### config.mk
export PLATFORM = sky130hd
export DESIGN_NAME = ewc_write_ctrl
export DESIGN_NICKNAME = d
export VERILOG_FILES = /design/src/core/ewc_pkg.sv /design/src/core/ewc_write_ctrl.sv
export SDC_FILE = /design/constraint.sdc
export NUM_CORES = 1
export LEC_CHECK = 0
export ABC_AREA = 1
export ABC_CLOCK_PERIOD_IN_PS = 1700
export BUFFER_PORTS_ARGS = -buffer_cell sky130_fd_sc_hd__buf_2
export CAP_MARGIN = 5
export CORE_UTILIZATION = 60
export DETAILED_ROUTE_END_ITERATION = 12
export PLACE_DENSITY = 0.77
export SLEW_MARGIN = 0
export SYNTH_ARGS = -nofsm -noshare
export SYNTH_HDL_FRONTEND = slang
export SYNTH_SLANG_ARGS = --single-unit
### constraint.sdc
create_clock -name core_clk -period 1.7 [get_ports core_clk]
set_clock_uncertainty 0.1 [all_clocks]
set_input_delay 0.085 -clock core_clk [delete_from_list [all_inputs] [get_ports core_clk]]
set_output_delay 0.085 -clock core_clk [all_outputs]
set_load 0.01 [all_outputs]
### src/core/ewc_pkg.sv
// Package for the serial EEPROM write-cycle control block.
// Assumes a 10 MHz core clock; every pin input is asynchronous to it.
package ewc_pkg;

   // Core clock period in nanoseconds
   localparam int CLK_PERIOD_NS = 100;

   // Default internal write time in nanoseconds (self-timed cycle)
   localparam int WRITE_TIME_NS = 2_000_000;

   // Device groups selectable by the variant parameter
   localparam int GROUP_MIN = 1;
   localparam int GROUP_MAX = 5;

   // Command frame layout after the start bit
   localparam int OPCODE_BITS = 2;
   localparam logic [1:0] OPC_WRITE = 2'h1;

   // Synchroniser depth for pin inputs
   localparam int SYNC_STAGES = 2;

   // Pin inputs from the host, carried together
   typedef struct packed {
      logic chipSelect;
      logic serialClk;
      logic serialDataIn;
   } ewc_pins_s;

   // Controller states, one-hot
   typedef enum logic [4:0] {
      ST_IDLE   = 5'h01,  // Waiting for a start condition
      ST_SHIFT  = 5'h02,  // Shifting a command frame
      ST_ARMED  = 5'h04,  // Write shifted, waiting for chip-select fall
      ST_WRITE  = 5'h08,  // Internal write in progress
      ST_LOCKED = 5'h10   // Waiting for chip-select rise after write
   } ewc_state_e;

endpackage : ewc_pkg

### src/core/ewc_write_ctrl.sv
// Write-cycle start and chip-select handling of a three-wire serial EEPROM.
// Assumes chip select, serial clock and data in come straight from host pins;
// the host serial clock is slow against core_clk and is found by edge detection.
`timescale 1ns/1ps

// Contract
// Groups 1,3,5 write on last data clock
// Groups 2,4 write starts at CS fall
// Groups 2,4 abort if input precedes CS fall
// Commands ignored during internal write
// Host may hold CS high after writes
// Group 1 polling needs CS rise after write
// Group 1 steady-high CS needs no transition
// Group 1 CS change during write locks out
// Host should lower CS after each write
// Host should end polling by raising CS
// CS high in write: busy low, then high
// Groups 1-3 keep output released after write
// Groups 4,5 show ready until start
// Group parameter selects all variant behaviour
module ewc_write_ctrl
   import ewc_pkg::*;
#(
   parameter int GROUP         = 1,
   parameter int ADDR_BITS     = 6,
   parameter int DATA_BITS     = 16,
   parameter int WRITE_TIME_NS = ewc_pkg::WRITE_TIME_NS
) (
   // Clock and reset
   input  wire logic       core_clk,
   input  wire logic       resetn,
   // Host pins
   input  wire ewc_pins_s  pinsIn,
   // Data out pin
   output logic            dataOut,
   output logic            dataOutEn,
   // Status
   output logic            writeBusy
);

   // Frame length and write timing
   localparam int FRAME_BITS = OPCODE_BITS + ADDR_BITS + DATA_BITS;
   localparam int CNT_W      = $clog2(FRAME_BITS + 1);
   localparam int WR_RAW     = WRITE_TIME_NS / CLK_PERIOD_NS;
   localparam int WR_CYCLES  = (WR_RAW < 1) ? 1 : WR_RAW;
   localparam int TMR_W      = $clog2(WR_CYCLES + 1);

   // Variant decode, fixed at elaboration
   localparam bit START_ON_CLK = (GROUP == 1) || (GROUP == 3) || (GROUP == 5);
   localparam bit CS_RELOCK    = (GROUP == 1);
   localparam bit READY_HOLD   = (GROUP == 4) || (GROUP == 5);

   // Refuse parameters the logic cannot serve
   if (GROUP < GROUP_MIN || GROUP > GROUP_MAX) begin : g_bad_group
      $error("GROUP must be 1 to 5");
   end
   if (ADDR_BITS < 1 || DATA_BITS < 1 || WRITE_TIME_NS < 1) begin : g_bad_size
      $error("ADDR_BITS, DATA_BITS and WRITE_TIME_NS must be positive");
   end

   // Synchroniser and edge history
   ewc_pins_s              pinsMeta_ff;
   ewc_pins_s              pinsSync_ff;
   ewc_pins_s              pinsLast_ff;
   // Control state
   ewc_state_e             state_ff;
   ewc_state_e             nxt_state;
   logic [CNT_W-1:0]       bitCnt_ff;
   logic [FRAME_BITS-1:0]  frame_ff;
   logic [TMR_W-1:0]       timer_ff;
   logic                   csMoved_ff;
   logic                   readyShow_ff;
   logic                   dataOut_ff;
   logic                   dataOutEn_ff;
   // Events
   logic                   csHigh;
   logic                   csRise;
   logic                   csFall;
   logic                   clkRise;
   logic                   startSeen;
   logic                   frameDone;
   logic                   isWrite;
   logic                   writeDone;

   // Two-flop synchroniser, then one history stage for edges
   always_ff @(posedge core_clk or negedge resetn) begin
      if (!resetn) begin
         pinsMeta_ff <= '0;
         pinsSync_ff <= '0;
         pinsLast_ff <= '0;
      end else begin
         pinsMeta_ff <= pinsIn;
         pinsSync_ff <= pinsMeta_ff;
         pinsLast_ff <= pinsSync_ff;
      end
   end

   // Edge and frame events
   assign csHigh    = pinsSync_ff.chipSelect;
   assign csRise    = csHigh && !pinsLast_ff.chipSelect;
   assign csFall    = !csHigh && pinsLast_ff.chipSelect;
   assign clkRise   = pinsSync_ff.serialClk && !pinsLast_ff.serialClk;
   assign startSeen = (state_ff == ST_IDLE) && csHigh && clkRise && pinsSync_ff.serialDataIn;
   assign frameDone = (state_ff == ST_SHIFT) && csHigh && clkRise
                      && (bitCnt_ff == CNT_W'(FRAME_BITS - 1));
   assign isWrite   = ({frame_ff[FRAME_BITS-2:0], pinsSync_ff.serialDataIn}
                       >> (FRAME_BITS - OPCODE_BITS)) == FRAME_BITS'(OPC_WRITE);
   assign writeDone = (state_ff == ST_WRITE) && (timer_ff == TMR_W'(1));

   // Next-state decode
   always_comb begin
      nxt_state = state_ff;
      case (state_ff)
         ST_IDLE: begin
            if (startSeen) begin
               nxt_state = ST_SHIFT;
            end
         end
         ST_SHIFT: begin
            if (!csHigh) begin
               nxt_state = ST_IDLE;  // Frame cut short by chip select
            end else if (frameDone) begin
               if (!isWrite) begin
                  nxt_state = ST_IDLE;
               end else if (START_ON_CLK) begin
                  nxt_state = ST_WRITE;
               end else begin
                  nxt_state = ST_ARMED;
               end
            end
         end
         ST_ARMED: begin
            if (csFall) begin
               nxt_state = ST_WRITE;
            end else if (clkRise) begin
               nxt_state = ST_IDLE;  // Further input before the fall aborts
            end
         end
         ST_WRITE: begin
            // Serial clock and data are not decoded here
            if (writeDone) begin
               if (CS_RELOCK && (csMoved_ff || csRise)) begin
                  nxt_state = ST_LOCKED;
               end else begin
                  nxt_state = ST_IDLE;  // Steady high chip select goes straight on
               end
            end
         end
         ST_LOCKED: begin
            if (csRise) begin
               nxt_state = ST_IDLE;
            end
         end
         default: begin
            nxt_state = ST_IDLE;
         end
      endcase
   end

   // State register
   always_ff @(posedge core_clk or negedge resetn) begin
      if (!resetn) begin
         state_ff <= ST_IDLE;
      end else begin
         state_ff <= nxt_state;
      end
   end

   // Command frame shifter
   always_ff @(posedge core_clk or negedge resetn) begin
      if (!resetn) begin
         bitCnt_ff <= '0;
         frame_ff  <= '0;
      end else if (startSeen) begin
         bitCnt_ff <= '0;
         frame_ff  <= '0;
      end else if ((state_ff == ST_SHIFT) && csHigh && clkRise) begin
         bitCnt_ff <= bitCnt_ff + CNT_W'(1);
         frame_ff  <= {frame_ff[FRAME_BITS-2:0], pinsSync_ff.serialDataIn};
      end
   end

   // Self-timed write counter
   always_ff @(posedge core_clk or negedge resetn) begin
      if (!resetn) begin
         timer_ff <= '0;
      end else if ((state_ff != ST_WRITE) && (nxt_state == ST_WRITE)) begin
         timer_ff <= TMR_W'(WR_CYCLES);
      end else if (state_ff == ST_WRITE) begin
         timer_ff <= timer_ff - TMR_W'(1);
      end
   end

   // Chip-select rise seen during the write, for the relock decision
   always_ff @(posedge core_clk or negedge resetn) begin
      if (!resetn) begin
         csMoved_ff <= 1'b0;
      end else if ((state_ff != ST_WRITE) && (nxt_state == ST_WRITE)) begin
         csMoved_ff <= 1'b0;
      end else if ((state_ff == ST_WRITE) && csRise) begin
         csMoved_ff <= 1'b1;  // Polling or toggling during write
      end
   end

   // Ready indication held after write end
   always_ff @(posedge core_clk or negedge resetn) begin
      if (!resetn) begin
         readyShow_ff <= 1'b0;
      end else if (writeDone && csHigh) begin
         readyShow_ff <= 1'b1;  // Busy turns to ready with chip select high
      end else if (startSeen || !csHigh) begin
         readyShow_ff <= 1'b0;
      end else if (csRise && READY_HOLD && (state_ff != ST_WRITE)) begin
         readyShow_ff <= 1'b1;  // Ready driven on late rise
      end
      // Groups 1-3 leave the pin released on a late rise
   end

   // Data-out pin registers
   always_ff @(posedge core_clk or negedge resetn) begin
      if (!resetn) begin
         dataOut_ff   <= 1'b0;
         dataOutEn_ff <= 1'b0;
      end else begin
         dataOutEn_ff <= csHigh && ((nxt_state == ST_WRITE) || (readyShow_ff && !startSeen)
                         || (writeDone && csHigh));
         dataOut_ff   <= (nxt_state != ST_WRITE);  // Low while busy
      end
   end

   // Outputs
   assign dataOut   = dataOut_ff;
   assign dataOutEn = dataOutEn_ff;
   assign writeBusy = (state_ff == ST_WRITE);

endmodule : ewc_write_ctrl

# ---- Word level (Yosys, flattened, before mapping)
# Index checks and enable logic that the tools add are counted.
dict set report totals {
  elab_cells 76
  out_inout_bits 3
  regBits 60
}
dict set report op_classes {
  add_sub_neg 2
  muxes 20
  n_reduce_logical 27
  eq_ne 11
}
# operator n
set ops {}
lappend ops {{5-bit 2-to-1 mux} 10}
lappend ops {{23-bit 2-to-1 mux} 2}
lappend ops {{15-bit 2-to-1 mux} 2}
lappend ops {{5-bit one-hot mux with 5 select lines} 1}
lappend ops {{15-bit by 1-bit equality test with 1-bit output (second input constant)} 1}
lappend ops {{1-bit logical AND} 15}
lappend ops {{15-bit by 1-bit subtractor with 15-bit output (second input constant)} 1}
lappend ops {{5-bit by 4-bit equality test with 1-bit output (second input constant)} 2}
lappend ops {{5-bit equality test (second input constant)} 2}
lappend ops {{5-bit by 4-bit != test with 1-bit output (second input constant)} 2}
lappend ops {{2-bit nonzero test} 4}
lappend ops {{5-bit by 1-bit adder with 5-bit output (second input constant)} 1}
lappend ops {{5-bit by 1-bit equality test with 1-bit output (second input constant)} 1}
lappend ops {{5-bit by 2-bit equality test with 1-bit output (second input constant)} 1}
lappend ops {{5-bit by 3-bit equality test with 1-bit output (second input constant)} 1}
lappend ops {{1-bit logical NOT} 4}
lappend ops {{1-bit logical OR} 4}
lappend ops {{1-bit 2-to-1 mux} 4}
lappend ops {{4-bit 2-to-1 mux} 1}
lappend ops {{2-bit by 1-bit equality test with 1-bit output (second input constant)} 1}

# ---- Longest topological paths before layout
dict set report depth {
  word_depth 11
  mapped_depth 10
  depth_no_buf 10
}

# ---- Least setup slack after synthesis
# Ideal clock, no wire load.
dict set report synth_path {
  path_type {reg2reg}
  from {register bitCnt_ff[0]}
  to {register timer_ff[12]}
  setup_time_ps 122
  arrival_ps 1223
  t_required_ps 1478
  n_path_buf 0
  setup_slack_ps 255
  stages_incl_launch_ff 9
  path_cell_list {dfrtp_1 ha_1 nand2_1 nor3_2 nand4_2 nand2_4 inv_4 nand3_1 o21ai_1}
}
dict set report synth_between {
  elab_chain_cells 8
  elab_cells_between_ends 9
}
# item line_no
set synth_lines {}
lappend synth_lines {{start: declaration} ewc_write_ctrl.sv:68} ;# logic [CNT_W-1:0] bitCnt_ff;
lappend synth_lines {{start signal: assignment} ewc_write_ctrl.sv:178} ;# bitCnt_ff <= bitCnt_ff + CNT_W'(1);
lappend synth_lines {{5-bit equality test (*)} ewc_write_ctrl.sv:105} ;# && (bitCnt_ff == CNT_W'(FRAME_BITS - 1));
lappend synth_lines {{1-bit logical AND (*)} ewc_write_ctrl.sv:105}
lappend synth_lines {{5-bit 2-to-1 mux (*)} ewc_write_ctrl.sv:122} ;# end else if (frameDone) begin
lappend synth_lines {{5-bit 2-to-1 mux (*)} ewc_write_ctrl.sv:120} ;# if (!csHigh) begin
lappend synth_lines {{5-bit one-hot mux with 5 select lines (*)} ewc_write_ctrl.sv:113} ;# case (state_ff)
lappend synth_lines {{5-bit by 4-bit equality test with 1-bit output (*)} ewc_write_ctrl.sv:187} ;# end else if ((state_ff != ST_WRITE) && (nxt_state == ST_WRITE)) begin
lappend synth_lines {{1-bit logical AND (*)} ewc_write_ctrl.sv:187}
lappend synth_lines {{15-bit 2-to-1 mux / 2-bit nonzero test (equally long branches)} -}
lappend synth_lines {{end signal: assignment} ewc_write_ctrl.sv:188} ;# timer_ff <= TMR_W'(WR_CYCLES);
lappend synth_lines {{end signal: assignment} ewc_write_ctrl.sv:190} ;# timer_ff <= timer_ff - TMR_W'(1);
lappend synth_lines {{end: declaration} ewc_write_ctrl.sv:70} ;# logic [TMR_W-1:0] timer_ff;
# Mark *: on every way between the ends. The rest lies on a longest branch, timed or not.
# A chain may end at the register's enable or synchronous reset.

# ---- Worst setup path in the final report
dict set report layout_path {
  from {register bitCnt_ff[1]}
  to {register timer_ff[6]}
}
# The elaborated chain is that of the path after synthesis.

==> results.ini <==
[status]
status = finished, final reports clean

[clock_network]
clockRootBuffer = clkbuf_8
clk_pin_slew_ps = 70
cts_tree = done
cts_sinks = 60
cts_buffer_depth = 2
numCtsBuffers = 9
clock_latency_ps = 340
htree_num_levels = 3

[drt]
dr.pass1.iters = 4
drt-initial-drc-count = 139
wirelength_um = 4630
drt-wirelength-per-cell_um = 11.7
drc = 0
routed-via-count = 2080
ant_nets = 0
vias_per_cell = 5.27

[global_routing]
grt_max_degree = 61
grt_pass1_wl_um = 8300
antenna_found_initial = 0
grt_pass1_vias = 1920
grt_overflow = 0
grt_use_total_pct = 22.3

[sta]
worstMarginPinSlew_ps = 332
period_needed_ps = 1590
fin_ws_ps = 108
fin_crit_sh_pct = 93.6
clock.fmax_ghz = 0.628
slew_viol_final = 0
setup_viol = 0
slew_headroom_pct = 77.7
hold_viol_final = 0

[power_and_ir_drop]
power_density_nw_per_um2 = 956
peakVddDrop_v = 0.000701
p_leak_nw = 1.65
p_total_mw = 3.04

[synthesis]
synth_nets = 322
yosysTopAreaCell = dfrtp_1
synth_fa_ha_area_share_pct = 1.37
muxShareOfSynthArea_pct = 0
yosysUniqueCellTypes = 33
ys_top_cells_by_area = dfrtp_1 (54%), nor2_1 (11%), o21ai_0 (5.5%)
ys_seq_area_share_pct = 54.7
synth_top_family_by_area = simple AND/OR/NAND/NOR gates
postSynthAreaPerCell_sq_um = 8.75
ys_ff_latch = 60
synth_compound_area_share_pct = 9.70
synth_top_area_share_pct = 53.8
mappedNetlistArea_sq_um = 2750
synth-simple-area-share_pct = 26.2
synth-warning-count = 0
yosys.area_share.xor_xnor_pct = 0.319
syn_inst = 314

[layout]
nNetsFinal = 346
finalInstanceArea_sq_um = 3180
syn_to_final_growth_pct = 15.9
drive_gt1_share_pct = 18.7
antenna_cells = 0
nFillCells = 313
register_area_sq_um = 1500
multi_input_area_sq_um = 1090

[floorplanning]
die-area_sq_um = 4850
row_count = 24
initial_utilization_pct = 62.6
die_w_um = 69.7
die_h_um = 69.7
num_io_pins = 8
core-area_sq_um = 4380

[critical_path]
path_class = reg -> reg
crit_path_max_fanout = 8
start_kind = register
critPathRequiredTime_ps = 1810
cp-end-kind = register
arrival_ps = 1710

[placement]
dp_hpwl_um = 3040
gp_congestion = 0.822
port_buffers = 7
post_dp_cell_area_sq_um = 2860
dp_slack_ps = 58.7

[flow_run]
drv_cap = 0

[min_path]
min_path_type = in -> async

## cells in the mapped netlist (all sizes together)
| cell | instances |
|---|---|
| o211ai | 1 |
| o21bai | 1 |
| o22ai | 1 |
| nor2 | 86 |
| nand4 | 10 |
| ha | 3 |
| o21ai | 37 |
| a21o | 1 |
| nor3 | 8 |
| inv | 38 |
| dfrtp | 59 |
| buf | 4 |
| dfstp | 1 |
| clkinv | 1 |
| a21oi | 9 |
| xor2 | 1 |
| nand3 | 23 |
| nand2 | 26 |
| clkbuf | 4 |
## worst paths after layout
check | start | endpoint | slack (ps) | depth (start not counted)
max | bitCnt_ff[1] | timer_ff[6] | 110 | 8
min | resetn | state_ff[4] | 170 | 3
max reg2reg | bitCnt_ff[1] | timer_ff[6] | 110 | 8
min reg2reg | pinsMeta_ff[1] | pinsSync_ff[1] | 250 | 0
max in group asynchronous | resetn | state_ff[0] | 1040 | 3
min in group core_clk | pinsMeta_ff[1] | pinsSync_ff[1] | 250 | 0
## flip-flops by register name, indices dropped and copies added, names as in the netlist
register,count
dataOutEn,1
dataOut,1
pinsMeta_ff,3
csHigh,1
frame_ff,23
timer_ff,15
readyShow_ff,1
csMoved_ff,1
pinsLast_ff,2
bitCnt_ff,5
pinsSync_ff,2
state_ff,5
## cells in the final DEF (no fill, tap or decap), types with 5 or more instances in the layout
| master | instances |
|---|---|
| inv_1 | 32 |
| a21oi_1 | 7 |
| o21ai_1 | 8 |
| o21ai_0 | 29 |
| dfrtp_1 | 59 |
| buf_4 | 8 |
| nor2_4 | 5 |
| nor3_1 | 6 |
| buf_2 | 7 |
| nand3_1 | 20 |
| nor2_2 | 5 |
| nor2_1 | 76 |
| nand4_1 | 9 |
| nand2_1 | 21 |
| clkbuf_8 | 10 |
## area by class of cell
type / instances / area share [%]
Clock inverter: 5 / 1.65
Timing Repair Buffer: 21 / 5.50
Multi-Input combinational cell: 207 / 34.3
Clock buffer: 11 / 4.44
Sequential cell: 60 / 47.2
Tap cell: 52 / 2.04
Inverter: 39 / 4.83
## worst max-delay path, stage by stage, from the launching register on
cell and delay (ps):
dfrtp_1 410, ha_4 170, nand2_2 70, nor3_4 230, nand4_4 150, nand2_4 140, inv_4 70, nand3_1 60
o21ai_1 60
## metal layers
layer  share of wire (%)  wire, um  global-route usage (%)  vias to the layer above
li1                    -         -                       -                     1062
met1                  48      2230                    28.9                      978
met2                  47      2180                    33.9                       27
met3                 2.4       109                    6.54                       13
met4                 2.4       110                    12.4                        0
met5                   0         0                       0                        -
## where the power goes
group	switching (mW)	internal (mW)	total, mW
logic	0.137	0.0804	0.217
registers	0.0583	1.52	1.58
clock network	0.539	0.709	1.25
total	0.734	2.31	3.04
## cell families after synthesis
group,count (synthesis)
simple gates,153
flops,60
compound gates,50
buf+inv,47
fa+ha+maj,3
xor+xnor,1
## what timing repair did
item                                   4_1_cts  5_1_grt
hold buffers                                 4        0
setup endpoints to repair                    0       15
endpoints found under the hold margin       63        0
setup buffers                                0        4
gates resized for setup                      0       16
## metrics by stage
step | std cells | TNS [ps] | hold WS [ps] | utilization (%)
3_5_place_dp | 371 | 0 | 12.2 | 65.2
3_3_place_gp | 371 | 0 | 12.3 | 65.2
2_1_floorplan | 314 | 0 | -311 | -
4_1_cts | 391 | 0 | 182 | 70.5
5_1_grt | 395 | -26.7 | 226 | 72.6
6_report | 395 | 0 | 174 | 72.6
Power figures use the tool's default switching activity.
